==> src/pkg/spms_defs.svh <==
`ifndef SPMS_DEFS_SVH
`define SPMS_DEFS_SVH

// register byte addresses on the apb bus
`define SPMS_ADDR_CTRL 12'h000
`define SPMS_ADDR_STAT 12'h004
`define SPMS_ADDR_DATA 12'h008
`define SPMS_ADDR_PINS 12'h00c

// control register field positions
`define SPMS_CTRL_IE 7
`define SPMS_CTRL_EN 6
`define SPMS_CTRL_LSB 5
`define SPMS_CTRL_MASTER_ROLE_SELECT 4
`define SPMS_CTRL_CLOCK_IDLE_POLARITY 3
`define SPMS_CTRL_CLOCK_SAMPLE_PHASE 2
`define SPMS_CTRL_RATE_HI 1
`define SPMS_CTRL_RATE_LO 0

// status register field positions
`define SPMS_STAT_DONE 7
`define SPMS_STAT_WRITE_COLLISION_FLAG 6
`define SPMS_STAT_DBL 0

// pin configuration register field positions
`define SPMS_PINS_MOSI_DIR 0
`define SPMS_PINS_MISO_DIR 1
`define SPMS_PINS_SCK_DIR 2
`define SPMS_PINS_SS_DIR 3
`define SPMS_PINS_SS_LEVEL 4

// reset values
`define SPMS_CTRL_RST 8'h00
`define SPMS_STAT_RST 8'h00
`define SPMS_DATA_RST 8'h00
`define SPMS_PINS_RST 8'h00

// system clock divisors for rate codes 00..11, normal and double speed
`define SPMS_DIV_N0 4
`define SPMS_DIV_N1 16
`define SPMS_DIV_N2 64
`define SPMS_DIV_N3 128
`define SPMS_DIV_D0 2
`define SPMS_DIV_D1 8
`define SPMS_DIV_D2 32
`define SPMS_DIV_D3 64

// serial clock edges in one byte
`define SPMS_EDGES_PER_BYTE 16

`endif

==> src/pkg/spms_pkg.sv <==
package spms_pkg;
  // master clock generator state
  typedef enum logic {
    SPMS_IDLE,
    SPMS_SHIFT
  } spms_state_t;

  // apb address width
  typedef logic [11:0] spms_addr_t;
endpackage

==> src/core/spms_port.sv <==
// Local design decisions: the register offsets and the APB register port.
`include "spms_defs.svh"

// Summary of operation
// - slave selected: active, data out as configured
// - slave deselected: all inputs, no reception
// - deselect resets bit counter, drops partial bits
// - master, select output: plain general output
// - master, select input low: become slave
// - forced slave role also sets done flag
// - control bit 7 enables interrupt request
// - control bit 6 enables all serial operation
// - control bit 5 chooses lsb first
// - control bit 4 chooses master role
// - control bit 3 sets clock idle level
// - control bit 2 sets sample edge
// - four modes, shift and sample opposite edges
// - rate bits divide by 4,16,64,128
// - double speed halves divisors to 2,8,32,64
// - status bit 7 set at byte end
// - done flag cleared by ack or read sequence
// - status bit 6 set on busy data write
// - collision clear sequence also clears done flag
// - status bits 5..1 read as zero
// - data write starts, read returns receive buffer
// - master shifts eight bits then stops clock
// - single transmit buffer, double receive buffer
// - slave output quiet until selected
module spms_port (
  input wire logic i_clk,
  input wire logic i_rst_n,
  // apb slave
  input wire logic i_psel,
  input wire logic i_penable,
  input wire logic i_pwrite,
  input wire spms_pkg::spms_addr_t i_paddr,
  input wire logic [31:0] i_pwdata,
  output logic [31:0] o_prdata,
  output logic o_pready,
  output logic o_pslverr,
  // processor side
  input wire logic i_global_irq_en,
  input wire logic i_irq_ack,
  output logic o_irq,
  // serial clock pin
  input wire logic i_sck,
  output logic o_sck,
  output logic o_sck_oe_n,
  // master out, slave in pin
  input wire logic i_mosi,
  output logic o_mosi,
  output logic o_mosi_oe_n,
  // master in, slave out pin
  input wire logic i_miso,
  output logic o_miso,
  output logic o_miso_oe_n,
  // slave select pin, active low
  input wire logic i_ss_n,
  output logic o_ss_n,
  output logic o_ss_n_oe_n
);
  import spms_pkg::*;

  // software registers and internal state
  logic [7:0] ctrl_q; // control register
  logic done_q; // transfer done flag
  logic write_collision_flag_q; // write collision flag
  logic dbl_q; // double speed bit
  logic [4:0] pins_q; // pin direction and select level
  logic [7:0] rx_buf_q; // receive buffer
  logic [7:0] sr_q; // shift register
  logic samp_q; // last sampled serial bit
  logic [3:0] edge_cnt_q; // serial clock edge count in byte
  logic [6:0] div_cnt_q; // system clocks in current half period
  logic sck_q; // generated serial clock level
  logic sck_prev_q; // registered slave clock input
  logic ss_prev_q; // registered slave select input
  logic arm_done_q; // status read saw done flag
  logic arm_write_collision_flag_q; // status read saw collision flag
  spms_state_t state_q; // master clock generator state

  // decoded fields
  logic en, master, lsb_first, clock_idle_polarity, clock_sample_phase;
  logic [1:0] rate;
  assign en = ctrl_q[`SPMS_CTRL_EN];
  assign master = ctrl_q[`SPMS_CTRL_MASTER_ROLE_SELECT];
  assign lsb_first = ctrl_q[`SPMS_CTRL_LSB];
  assign clock_idle_polarity = ctrl_q[`SPMS_CTRL_CLOCK_IDLE_POLARITY];
  assign clock_sample_phase = ctrl_q[`SPMS_CTRL_CLOCK_SAMPLE_PHASE];
  assign rate = ctrl_q[`SPMS_CTRL_RATE_HI:`SPMS_CTRL_RATE_LO];

  // apb access strobes, taken in the access phase
  logic acc, wr, rd;
  logic hit_ctrl, hit_stat, hit_data, hit_pins;
  assign acc = i_psel & i_penable;
  assign wr = acc & i_pwrite;
  assign rd = acc & ~i_pwrite;
  assign hit_ctrl = (i_paddr == `SPMS_ADDR_CTRL);
  assign hit_stat = (i_paddr == `SPMS_ADDR_STAT);
  assign hit_data = (i_paddr == `SPMS_ADDR_DATA);
  assign hit_pins = (i_paddr == `SPMS_ADDR_PINS);

  // slave answers in the first access cycle
  assign o_pready = 1'b1;
  assign o_pslverr = acc & ~(hit_ctrl | hit_stat | hit_data | hit_pins);

  // mode fault: select pulled low while master with select as input
  logic mode_fault;
  assign mode_fault = en & master & ~pins_q[`SPMS_PINS_SS_DIR] &
                      ~i_ss_n;

  // slave is selected only when enabled, slave role and select low
  logic slave_sel;
  assign slave_sel = en & ~master & ~ss_prev_q;

  // half period of the master clock in system clocks
  logic [6:0] half;
  always_comb begin
    half = 7'h01;
    unique case ({dbl_q, rate})
      3'b000: half = 7'(`SPMS_DIV_N0 / 2);
      3'b001: half = 7'(`SPMS_DIV_N1 / 2);
      3'b010: half = 7'(`SPMS_DIV_N2 / 2);
      3'b011: half = 7'(`SPMS_DIV_N3 / 2);
      3'b100: half = 7'(`SPMS_DIV_D0 / 2);
      3'b101: half = 7'(`SPMS_DIV_D1 / 2);
      3'b110: half = 7'(`SPMS_DIV_D2 / 2);
      3'b111: half = 7'(`SPMS_DIV_D3 / 2);
    endcase
  end

  // serial clock edge events from either role
  logic m_edge, s_rise, s_fall, s_edge, edge_ev, lead;
  assign m_edge = (state_q == SPMS_SHIFT) & (div_cnt_q == half - 7'h01);
  assign s_rise = ~sck_prev_q & i_sck;
  assign s_fall = sck_prev_q & ~i_sck;
  assign s_edge = slave_sel & ~i_ss_n & (s_rise | s_fall);
  assign edge_ev = master ? m_edge : s_edge;
  // leading edge leaves the idle level
  assign lead = master ? ~edge_cnt_q[0] : (clock_idle_polarity ? s_fall : s_rise);

  // sample edge is leading when phase is zero, trailing otherwise
  logic samp_ev, setup_ev, last_ev, in_bit;
  assign samp_ev = edge_ev & (lead ^ clock_sample_phase);
  assign setup_ev = edge_ev & ~(lead ^ clock_sample_phase);
  assign last_ev = edge_ev &
                   (edge_cnt_q == 4'(`SPMS_EDGES_PER_BYTE - 1));
  assign in_bit = master ? i_miso : i_mosi;

  // shift one bit in at the end away from the output
  function automatic logic [7:0] shift_in(input logic [7:0] v,
                                          input logic b,
                                          input logic lsb);
    shift_in = lsb ? {b, v[7:1]} : {v[6:0], b};
  endfunction

  // byte finished this cycle
  logic [7:0] done_byte;
  assign done_byte = shift_in(sr_q, clock_sample_phase ? in_bit : samp_q, lsb_first);

  // busy: master clock running or slave part way through a byte
  logic busy;
  assign busy = (state_q == SPMS_SHIFT) | (~master & edge_cnt_q != 4'h0);

  // data register access and its collision check
  logic data_wr, data_acc;
  assign data_wr = wr & hit_data;
  assign data_acc = acc & hit_data;

  // control register; mode fault drops master role
  always_ff @(posedge i_clk) begin
    if (!i_rst_n) begin
      ctrl_q <= `SPMS_CTRL_RST;
    end else if (mode_fault) begin
      ctrl_q[`SPMS_CTRL_MASTER_ROLE_SELECT] <= 1'b0;
    end else if (wr & hit_ctrl) begin
      ctrl_q <= i_pwdata[7:0];
    end
  end

  // pin direction and general select level
  always_ff @(posedge i_clk) begin
    if (!i_rst_n) begin
      pins_q <= 5'(`SPMS_PINS_RST);
    end else if (wr & hit_pins) begin
      pins_q <= i_pwdata[4:0];
    end
  end

  // double speed bit, the only writable status bit
  always_ff @(posedge i_clk) begin
    if (!i_rst_n) begin
      dbl_q <= 1'(`SPMS_STAT_RST);
    end else if (wr & hit_stat) begin
      dbl_q <= i_pwdata[`SPMS_STAT_DBL];
    end
  end

  // clear sequence: status read with flag set arms the data access
  always_ff @(posedge i_clk) begin
    if (!i_rst_n) begin
      arm_done_q <= 1'b0;
      arm_write_collision_flag_q <= 1'b0;
    end else if (rd & hit_stat) begin
      arm_done_q <= done_q;
      arm_write_collision_flag_q <= write_collision_flag_q;
    end else if (data_acc) begin
      arm_done_q <= 1'b0;
      arm_write_collision_flag_q <= 1'b0;
    end
  end

  // done flag; a new set wins over any clear
  always_ff @(posedge i_clk) begin
    if (!i_rst_n) begin
      done_q <= 1'b0;
    end else if (last_ev | mode_fault) begin
      done_q <= 1'b1;
    end else if (i_irq_ack |
                 (data_acc & (arm_done_q | arm_write_collision_flag_q))) begin
      done_q <= 1'b0;
    end
  end

  // collision flag; set wins over the clear sequence
  always_ff @(posedge i_clk) begin
    if (!i_rst_n) begin
      write_collision_flag_q <= 1'b0;
    end else if (data_wr & busy) begin
      write_collision_flag_q <= 1'b1;
    end else if (data_acc & arm_write_collision_flag_q) begin
      write_collision_flag_q <= 1'b0;
    end
  end

  // receive buffer holds last complete byte until the next one
  always_ff @(posedge i_clk) begin
    if (!i_rst_n) begin
      rx_buf_q <= `SPMS_DATA_RST;
    end else if (last_ev) begin
      rx_buf_q <= done_byte;
    end
  end

  // shift register: loaded by idle data write, shifted on setup edges
  always_ff @(posedge i_clk) begin
    if (!i_rst_n) begin
      sr_q <= `SPMS_DATA_RST;
    end else if (data_wr & ~busy) begin
      sr_q <= i_pwdata[7:0];
    end else if (last_ev & ~clock_sample_phase) begin
      // phase one ends on a sample edge: data out must not move there
      sr_q <= done_byte;
    end else if (setup_ev & (edge_cnt_q != 4'h0)) begin
      sr_q <= shift_in(sr_q, samp_q, lsb_first);
    end
  end

  // sampled bit, cleared when the slave is deselected
  always_ff @(posedge i_clk) begin
    if (!i_rst_n) begin
      samp_q <= 1'b0;
    end else if (~master & i_ss_n) begin
      samp_q <= 1'b0;
    end else if (samp_ev) begin
      samp_q <= in_bit;
    end
  end

  // edge counter; reset by deselect, mode fault or disable
  always_ff @(posedge i_clk) begin
    if (!i_rst_n) begin
      edge_cnt_q <= 4'h0;
    end else if (~en | mode_fault | (~master & i_ss_n)) begin
      edge_cnt_q <= 4'h0;
    end else if (edge_ev) begin
      edge_cnt_q <= edge_cnt_q + 4'h1;
    end
  end

  // master clock generator state
  always_ff @(posedge i_clk) begin
    if (!i_rst_n) begin
      state_q <= SPMS_IDLE;
    end else begin
      unique case (state_q)
        SPMS_IDLE: begin
          if (data_wr & en & master & ~mode_fault) begin
            state_q <= SPMS_SHIFT;
          end
        end
        SPMS_SHIFT: begin
          if (~en | ~master | mode_fault | last_ev) begin
            state_q <= SPMS_IDLE;
          end
        end
      endcase
    end
  end

  // divider counts system clocks within each half period
  always_ff @(posedge i_clk) begin
    if (!i_rst_n) begin
      div_cnt_q <= 7'h00;
    end else if (state_q != SPMS_SHIFT | m_edge) begin
      div_cnt_q <= 7'h00;
    end else begin
      div_cnt_q <= div_cnt_q + 7'h01;
    end
  end

  // generated clock toggles per edge and rests at idle level
  always_ff @(posedge i_clk) begin
    if (!i_rst_n) begin
      sck_q <= 1'b0;
    end else if (state_q != SPMS_SHIFT) begin
      sck_q <= clock_idle_polarity;
    end else if (m_edge) begin
      sck_q <= ~sck_q;
    end
  end

  // slave clock and select registered for edge detection
  always_ff @(posedge i_clk) begin
    if (!i_rst_n) begin
      sck_prev_q <= 1'b0;
      ss_prev_q <= 1'b1;
    end else begin
      sck_prev_q <= i_sck;
      ss_prev_q <= i_ss_n;
    end
  end

  // read data captured in the setup phase
  always_ff @(posedge i_clk) begin
    if (!i_rst_n) begin
      o_prdata <= 32'h0000_0000;
    end else if (i_psel & ~i_penable & ~i_pwrite) begin
      if (hit_ctrl) begin
        o_prdata <= {24'h00_0000, ctrl_q};
      end else if (hit_stat) begin
        o_prdata <= {24'h00_0000, done_q, write_collision_flag_q, 5'h00, dbl_q};
      end else if (hit_data) begin
        o_prdata <= {24'h00_0000, rx_buf_q};
      end else if (hit_pins) begin
        o_prdata <= {27'h000_0000, pins_q};
      end else begin
        o_prdata <= 32'h0000_0000;
      end
    end
  end

  // interrupt request
  assign o_irq = ctrl_q[`SPMS_CTRL_IE] & done_q & i_global_irq_en;

  // outgoing serial bit
  logic out_bit;
  assign out_bit = lsb_first ? sr_q[0] : sr_q[7];

  // pin drivers; enable low means driving
  assign o_sck = sck_q;
  assign o_sck_oe_n = ~(en & master & pins_q[`SPMS_PINS_SCK_DIR]);
  assign o_mosi = out_bit;
  assign o_mosi_oe_n = ~(en & master &
                         pins_q[`SPMS_PINS_MOSI_DIR]);
  assign o_miso = out_bit;
  assign o_miso_oe_n = ~(slave_sel & ~i_ss_n &
                         pins_q[`SPMS_PINS_MISO_DIR]);
  // select pin as general output in master role
  assign o_ss_n = pins_q[`SPMS_PINS_SS_LEVEL];
  assign o_ss_n_oe_n = ~(master & pins_q[`SPMS_PINS_SS_DIR]);
endmodule

==> config.mk <==
export PLATFORM = sky130hd
export DESIGN_NAME = spms_port
export DESIGN_NICKNAME = d
export VERILOG_FILES = /design/src/pkg/spms_pkg.sv /design/src/core/spms_port.sv
export VERILOG_INCLUDE_DIRS = /design/src /design/src/pkg
export SDC_FILE = /design/constraint.sdc
export NUM_CORES = 1
export LEC_CHECK = 0
export BUFFER_PORTS_ARGS = -buffer_cell sky130_fd_sc_hd__buf_2
export CORE_MARGIN = 2
export CORE_UTILIZATION = 39
export DETAILED_ROUTE_END_ITERATION = 7
export PLACE_DENSITY = 0.63
export SETUP_SLACK_MARGIN = 0.15
export SYNTH_ARGS = -nofsm -noshare
export SYNTH_HDL_FRONTEND = slang
export SYNTH_SLANG_ARGS = --single-unit
==> constraint.sdc <==
create_clock -name i_clk -period 4.1 [get_ports i_clk]
set_input_delay 0.82 -clock i_clk [delete_from_list [all_inputs] [get_ports i_clk]]
set_output_delay 0.82 -clock i_clk [all_outputs]
set_load 0.03 [all_outputs]
# Yosys cells after proc, flatten, opt, wreduce, memory -nomap -nowiden
# Memory sizes are Yosys's and may differ from the RTL's.
# Index checks and enable logic that the tools add are counted.
[word_totals]
register_bits = 82
rom_bits = 56
inputBits = 55
out_inout_bits = 43
elab_cells = 145
n_memories = 1
[mem_list]
columns = ["memory", "words", "width", "read_ports", "rd_clocked_by_memory_dff", "write_ports", "line_no", "rtl"]
rows = [
  ["(name not given)", 8, 7, 1, 0, 0, "spms_port.sv:120", "unique case ({dbl_q, rate})"],
]
[op_classes]
n_addsub = 3
eq_ne = 6
n_mux = 27
bitwise = 79
n_reduce_logical = 11
[ops]
columns = ["cell", "count"]
rows = [
  ["two-way mux 8 bit", 8],
  ["bitwise AND 1 bit", 42],
  ["equality test 12 x 4 -> 1 bit (second input constant)", 2],
  ["NOT 1 bit", 22],
  ["two-way mux 1 bit", 17],
  ["OR 1 bit", 14],
  ["equality test 12 x 3 -> 1 bit (second input constant)", 1],
  ["logical NOT 12 bit", 1],
  ["OR reduction 2 bit", 4],
  ["adder 7 x 1 -> 7 bit (second input constant)", 1],
  ["equality test 7 bit", 1],
  ["subtractor 7 x 1 -> 7 bit (second input constant)", 1],
  ["nonzero test 2 bit", 3],
  ["two-way mux 5 bit", 1],
  ["adder 4 x 1 -> 4 bit (second input constant)", 1],
  ["equality test 4 bit (second input constant)", 1],
  ["nonzero test 4 bit", 1],
  ["nonzero test 3 bit", 1],
  ["inequality test 2 x 1 -> 1 bit (second input constant)", 1],
  ["case mux 1 bit (2 select lines)", 1],
  ["AND reduction 2 bit", 1],
  ["XOR 1 bit", 1],
]

# Logic depth before layout (Yosys ltp)
# Gate-level depths: netlist of run 1.
[logic_depth]
depth_word = 11
depth_mapped = 9
depth_no_buf = 8

# Worst setup path after synthesis of run 1
# No wires, ideal clock.
[synth_path]
path_type = "input-to-output"
from = "input i_paddr[11]"
to = "output o_pslverr"
arrival_time_ps = 1783
required_ps = 3280
path_slack_ps = 1497
path_stages = 4
path_buffers = 1
cell_sequence = "nor4_1 -> and3_1 -> clkbuf_1 -> nor2b_1"
[synth_via]
elab_chain_len = 6
word_cells_on_any_way = 9
cone_classes = "3 x eq/ne; 5 x bitwise; 1 x reduce/logical"
[synth_rtl]
columns = ["item", "line_no", "rtl"]
rows = [
  ["start, declared", "spms_port.sv:36", "input wire spms_pkg::spms_addr_t i_paddr,"],
  ["equality test 12 x 3 -> 1 bit (no source line) / logical NOT 12 bit (equally long branches)", "--", ""],
  ["OR 1 bit (2 in series)", "spms_port.sv:105", "assign o_pslverr = acc & ~(hit_ctrl | hit_stat | hit_data | hit_pins);"],
  ["OR 1 bit (*)", "spms_port.sv:105", ""],
  ["NOT 1 bit (*)", "spms_port.sv:105", ""],
  ["bitwise AND 1 bit (*)", "spms_port.sv:105", ""],
  ["end, declared", "spms_port.sv:40", "output logic o_pslverr,"],
]
# Every way passes the cells marked *; elsewhere a longest branch is shown, timed or not.

# Worst setup path in the final report of run 1
# Same ends and word-level chain as after synthesis.

==> results.md, run 1 <==
- RSZ-0062 raised after global routing: no
- Unique cell type count in the Yosys netlist: 55
- Worst path max stage delay: 440 ps
- Hold path endpoint: o_prdata[1]$_SDFFE_PN0P_
- FFs w/ async S/R, synth: 0%
- Ys Warns: 0
- Initial Util: approximately two fifths
- Worst Path Arrival: slightly below 2000 ps
- Slew @ Worst Pin: 686.7 ps
- Die footprint: between 9000 and 10000 sq um
- Nets: between 500 and 600
- Final HPWL DP: between 5000 and 6000 um
- PwrDens: 329.1 nW/um^2
- Setup bufs post-CTS: 0
- Overflow after GRT: 0
- CTS buffer count: 9
- Synthesis-stage register bit count: a little under 60
- Initial antenna violation count: 0
- CP cell instances: buf_2 > nor4_1 > and3_1 > nor2b_1 > buf_2
- Crit path max fanout: 12
- Longest Clk Path Bufs: 2
- Final setup viols: 0
- Chip width: around 98 um
- Fin crit share: between 60 and 70%
- Ys flop type: dfxtp_1
- Synth top area cells: dfxtp_1, mux2i_1, nand2_1
- Crit end category: primary output
- Max-Slew Margin vs Limit: approximately 54%
- DR vias/cell: approximately 5
- R2R Setup Slk: 1780 ps
- IO Port Bufs: 48
- Max Cap Viol: 0
- Overall Power: 1240 uW
- Hold buffers post-CTS: 0
- CP Data Required Time: between 3000 and 4000 ps
- Core Area: between 8000 and 9000 sq um
- Num Clock Sinks: 58
- Clk slew on worst S/H paths: around 70 ps
- Sequential area share after synthesis: roughly 34%
- H-tree levels: 3
- Worst Path Buf+Inv: 2
- Height of the die: slightly below 100 um
- Static Leakage: ~0.0015 uW
- Final setup TNS: 0 ps
- Vias: 2929
- Final routed DRC violation total: 0
- Crit path launch: i_paddr[11]
- First-iteration detailed-routing DRC count: 168
- Hold_sp: o_prdata[1]$_SDFFE_PN0P_
- Worst skew pair latency: approximately 350 ps
- Post-Syn Area: between 3000 and 4000 sq um
- Worst path slowest cell: and3_1
- Boundary Pins: 98
- Min-delay worst type: reg -> reg
- Status: completed
- EDFF count, synth: 0
- Most Frequent Cell on Critical Path: buf_2
- Achievable frequency: ~0.36 GHz
- Pre-CTS setup slack: roughly 1200 ps
- Post-synth top cells: nand2_1, dfxtp_1, a21oi_1, buf_4, mux2i_1
- Num rows: 34
- Antenna cells: 0
- Count leader, synth: nand2_1
- Syn avg cell area: between 8 and 9 sq um
- Post-route clock skew: between 10 and 15 ps
- CTS tree: built
- Crit path kind: in -> out
- All-Layer GR Usage: around 17%
- Final WS setup: about 1300 ps
- Global-route wire length before repair: 13360 um
- Post-CTS Resized: 0
- Final hold violations: 0
- Fill count: between 800 and 900
- Final ANT Viol Nets: 0
- Slew Limit Fails: 0
- CP delay by family, top: simple AND/OR/NAND/NOR gates
- Depth of the worst hold-timing path: 2
- Share of post-route cells with drive strength above 1: 18.22%
- Largest net degree at the start of global routing: 40
- DR pass1 iterations: 4
- Startpoint Class: input port
- Reg-to-reg endpoint: sr_q[3]$_SDFFE_PN0P_
- Fin crit period: 2769 ps
- Vias in the first global route: approximately 2800
- Peak VDD IR: around 180 uV
- FF-to-FF path depth: 5
- Total wire length: 8040 um
- Synth top area share: between 30% and 40%
- Mapped Cells: 420
- Reg2reg start: ctrl_q[4]$_SDFFE_PP0P_
- Drt wl/cell: approximately 14 um
- Synth area leader: dfxtp_1
- Area Overhead vs Synth: 10.05%
- Root Buffer: clkbuf_8
- Gp weighted congestion: roughly 0.8
-- through the flow --
step | instance area [sq um] | hold slack [ps] | util, % | cells
finish | 3769 | 449.9 | 43.64 | 569
floorplan | 3511 | 434.4 | - | 443
global placement | 3550 | 442.7 | 41.10 | 553
CTS | 3769 | 457.7 | 43.64 | 569
global route | 3769 | 477.9 | 43.64 | 569
detailed placement | 3550 | 447.9 | 41.10 | 553
-- worst max path at each step --
stage                                end  slack, ps  depth (start not counted)
global route                   o_pslverr       1200                          5
global placement    sr_q[5]$_SDFFE_PN0P_       1240                          7
CTS                            o_pslverr       1320                          5
finish                         o_pslverr       1330                          5
detailed placement  sr_q[5]$_SDFFE_PN0P_       1220                          7
floorplan                      o_pslverr       1500                          4
-- layer usage --
layer / GRT usage [%] / part of all wire [%] / wire, um / up-vias
li1: - / - / - / 1481
met3: 4.460 / 5.5 / 443 / 8
met2: 29.50 / 50 / 4006 / 64
met1: 21.61 / 44 / 3500 / 1376
met4: 5.769 / 1.1 / 89 / 0
met5: 0 / 0 / 0 / -
-- cell type report --
class	count	area, sq um	share of cell area, %
sequential	58	1161	30.81
inverter	11	41.29	1.096
multi-input combinational	325	1949	51.73
clock buffer	11	141.4	3.752
timing repair buffer	51	262.8	6.972
clock inverter	5	77.57	2.058
tap	108	135.1	3.586
-- layout by cell type, fill, tap and decap left out, types with 2 or more instances in the layout --
| master | synthesis | final |
|---|---|---|
| buf_4 | 29 | 3 |
| a32oi_1 | 2 | 2 |
| a22oi_1 | 3 | 3 |
| a21oi_1 | 29 | 29 |
| nor2_1 | 23 | 23 |
| nor3_1 | 4 | 4 |
| bufinv_16 | 0 | 2 |
| mux2_2 | 8 | 8 |
| nand3_1 | 22 | 22 |
| buf_2 | 0 | 48 |
| and2_1 | 4 | 4 |
| conb_1 | 2 | 25 |
| dfxtp_1 | 58 | 58 |
| and3_1 | 7 | 7 |
| inv_1 | 10 | 10 |
| nor2b_1 | 5 | 5 |
| o21ai_0 | 18 | 18 |
| o211ai_1 | 8 | 8 |
| nand4_1 | 5 | 5 |
| a31oi_1 | 2 | 2 |
| clkbuf_8 | 0 | 10 |
| nor3b_1 | 4 | 4 |
| nand3b_1 | 5 | 5 |
| clkinv_2 | 0 | 2 |
| or2b_2 | 5 | 5 |
| ha_1 | 5 | 5 |
| mux2i_1 | 27 | 27 |
| xnor2_1 | 4 | 4 |
| nand2b_1 | 9 | 9 |
| nand2_1 | 72 | 72 |
| nor4_1 | 3 | 3 |
| xor2_1 | 5 | 5 |
-- sequential cells by signal, indices dropped and copies added (netlist names), 4 cells and up --
signal,count
ctrl_q,8
div_cnt_q,7
edge_cnt_q,4
o_prdata,8
pins_q,5
rx_buf_q,8
sr_q,8
-- report_power, final --
| group | leakage [uW] | switching, uW | internal, uW |
|---|---|---|---|
| combinational | 0.000898 | 63.6 | 20.5 |
| clock | 0.000109 | 235 | 357 |
| sequential | 0.000467 | 0.367 | 564 |
| total | 0.00148 | 299 | 941 |
-- worst register-to-register path, stage by stage, from the launching register on --
cell      delay (ps)
dfxtp_1          510
nor4b_1          650
nand2b_1         310
o32a_2           250
o21a_1           280
mux2i_1          190
-- logic make-up (layout without fill, tap and decap cells) --
kind of cell	Yosys count	in the layout	synth area share [%]
adder cells (fa/ha/maj)	5	5	1.827
flip-flops	58	58	33.91
XOR/XNOR	9	9	2.302
AO/OA/AOI/OAI	77	77	14.14
buffers and inverters	60	78	11.69
other	2	25	0.2193
AND/OR/NAND/NOR	173	173	24.74
multiplexers	36	36	11.18
(Power assumes the default switching activity.)
==> run 2, diff against run 1 <==
--- a/config.mk
+++ b/config.mk
@@ -10,7 +10,7 @@
 export CORE_MARGIN = 2
 export CORE_UTILIZATION = 39
 export DETAILED_ROUTE_END_ITERATION = 7
-export PLACE_DENSITY = 0.63
+export PLACE_DENSITY = 0.65
 export SETUP_SLACK_MARGIN = 0.15
 export SYNTH_ARGS = -nofsm -noshare
 export SYNTH_HDL_FRONTEND = slang
==> constraint.sdc (replaced) <==
create_clock -name i_clk -period 2.29 [get_ports i_clk]
set_input_delay 0.458 -clock i_clk [delete_from_list [all_inputs] [get_ports i_clk]]
set_output_delay 0.458 -clock i_clk [all_outputs]
set_load 0.03 [all_outputs]
==> run 2 against run 1 <==
Effect of this change:
- hold slack worse by 66 ps
- setup slack got worse by 1100 ps
- global-route usage grew 0.072 points
- clock skew fell by 2.5 ps
- utilization rose by 2.2 points
- total power increased by 70%
- non-clock buffer count increased by 22
- sequential share of layout area shrank 1.4 points
- sequential cell count stayed put
- clock-buffer cell count down 2
- critical endpoint is now sr_q[4]$_SDFFE_PN0P_
- largest cell class unchanged
==> results.md, run 2 (synthesis gave the netlist of run 1 again) <==
- CP delay by family, top: compound AO/OA/AOI/OAI gates
- Min-delay worst type: in -> reg
- Root Buffer: clkbuf_8
- Status: completed
- H-tree levels: 3
- Initial Util: about two fifths
- Vias in the first global route: roughly 3000
- Overall Power: 2106 uW
- Chip width: between 90 and 100 um
- Crit end category: register
- Post-route clock skew: ~9.1 ps
- Longest Clk Path Bufs: 2
- Fin util: roughly 46%
- CP Data Required Time: about 2500 ps
- CP cell instances: inv_1 > ha_1 > mux2_2 > a311oi_1 > o221ai_1 > buf_4 > o21a_1 > buf_12 > mux2i_1
- Share of post-route cells with drive strength above 1: between 20% and 30%
- Boundary Pins: between 90 and 100
- Worst path max stage delay: around 340 ps
- Worst skew pair latency: 340 ps
- CTS buffer count: 9
- Clk slew on worst S/H paths: roughly 80 ps
- Crit path kind: reg -> reg
- Gp weighted congestion: between 0.8 and 0.9
- Worst path slowest cell: dfxtp_1
- Initial antenna violation count: 0
- First-iteration detailed-routing DRC count: between 150 and 200
- Layout Cells excl Fill: 590
- Num rows: 34
- Worst Path Buf+Inv: 3
- Final setup TNS: 0 ps
- Total wire length: between 8000 and 9000 um
- Die footprint: ~9500 sq um
- Achievable frequency: between 0.4 and 0.5 GHz
- Final hold violations: 0
- Final HPWL DP: between 6000 and 7000 um
- DR vias/cell: 5.219
- Crit path max fanout: 8
- Fin crit period: between 2000 and 2500 ps
- Antenna cells: 0
- All-Layer GR Usage: between 10% and 20%
- Num Clock Sinks: a little under 60
- Drt wl/cell: 14.22 um
- IO Port Bufs: 48
- Worst hold slack: about 380 ps
- Area Overhead vs Synth: 15.53%
- Final ANT Viol Nets: 0
- Nets: around 540
- Worst Path Arrival: 2250 ps
- Startpoint Class: register
- Height of the die: approximately 98 um
- CTS tree: built
- Largest net degree at the start of global routing: 39
- Commonest non-fill, non-tap cell in the layout: nand2_1
- Most frequent cells in the layout: nand2_1, dfxtp_1, buf_2
- Fin crit share: 88.44%
- DR pass1 iterations: 4
- Static Leakage: about 0.0016 uW
- Max Cap Viol: 0
- Vias: slightly above 3000
- Final routed DRC violation total: 0
- Core Area: 8636 sq um
- Overflow after GRT: 0
- Peak VDD IR: between 400 and 500 uV
- Placed cells: between 500 and 600
- PwrDens: ~530 nW/um^2
- Global-route wire length before repair: 13590 um
- Slew Limit Fails: 0
- Final setup viols: 0
- RSZ-0062 raised after global routing: no
## run 2: cell count changes in the layout (fill, tap and decap cells not counted), sizes merged
cell	before	now
buf	51	73
clkinvlp	1	4
clkbuf	11	9
bufinv	2	1
clkinv	3	2
## run 2: cell type report
cell class / count / area (sq um)
Fill cell: 871 / 4679
Multi-Input combinational cell: 325 / 1983
Sequential cell: 58 / 1164
Timing Repair Buffer: 73 / 440.4
Tap cell: 108 / 135.1
Clock buffer: 9 / 123.9
Clock inverter: 6 / 68.82
Inverter: 11 / 41.29
## run 2: metrics by stage
step | cell area [sq um] | setup slack, ps
after floorplan | 3516 | 170.1
after global placement | 3732 | 25.56
after detailed placement | 3732 | -29.61
after CTS | 3925 | 160.7
after global routing | 3956 | 159.6
final | 3956 | 264.7
## run 2: power breakdown
group | leakage [uW] | switching (uW) | total (uW) | internal [uW]
Clock | 0.0000835 | 439 | 936 | 497
Sequential | 0.000468 | 1.01 | 1010 | 1010
Combinational | 0.00103 | 117 | 159 | 42.2
## run 2: final timing paths
| check | start | end | slack [ps] | cells after the start |
|---|---|---|---|---|
| worst max-delay path | sck_prev_q$_SDFF_PN0_ | sr_q[4]$_SDFFE_PN0P_ | 260 | 9 |
| worst min-delay path | i_ss_n | ss_prev_q$_SDFF_PN1_ | 380 | 2 |
| worst max register to register | sck_prev_q$_SDFF_PN0_ | sr_q[4]$_SDFFE_PN0P_ | 260 | 9 |
| worst min register to register | o_prdata[2]$_SDFFE_PN0P_ | o_prdata[2]$_SDFFE_PN0P_ | 450 | 2 |
## run 2: layer usage
layer / track usage, % / up-vias / wire (um)
li1: - / 1520 / -
met1: 21.81 / 1449 / 3746
met2: 29.34 / 89 / 4099
met3: 4.029 / 21 / 373
met4: 6.731 / 0 / 168
met5: 0 / - / 0
## run 2: what timing repair did
item | in CTS | in global routing
hold buffers | 0 | 0
buffers inserted | 0 | 0
gates resized for setup | 0 | 9
endpoints found under the setup margin | 0 | 28
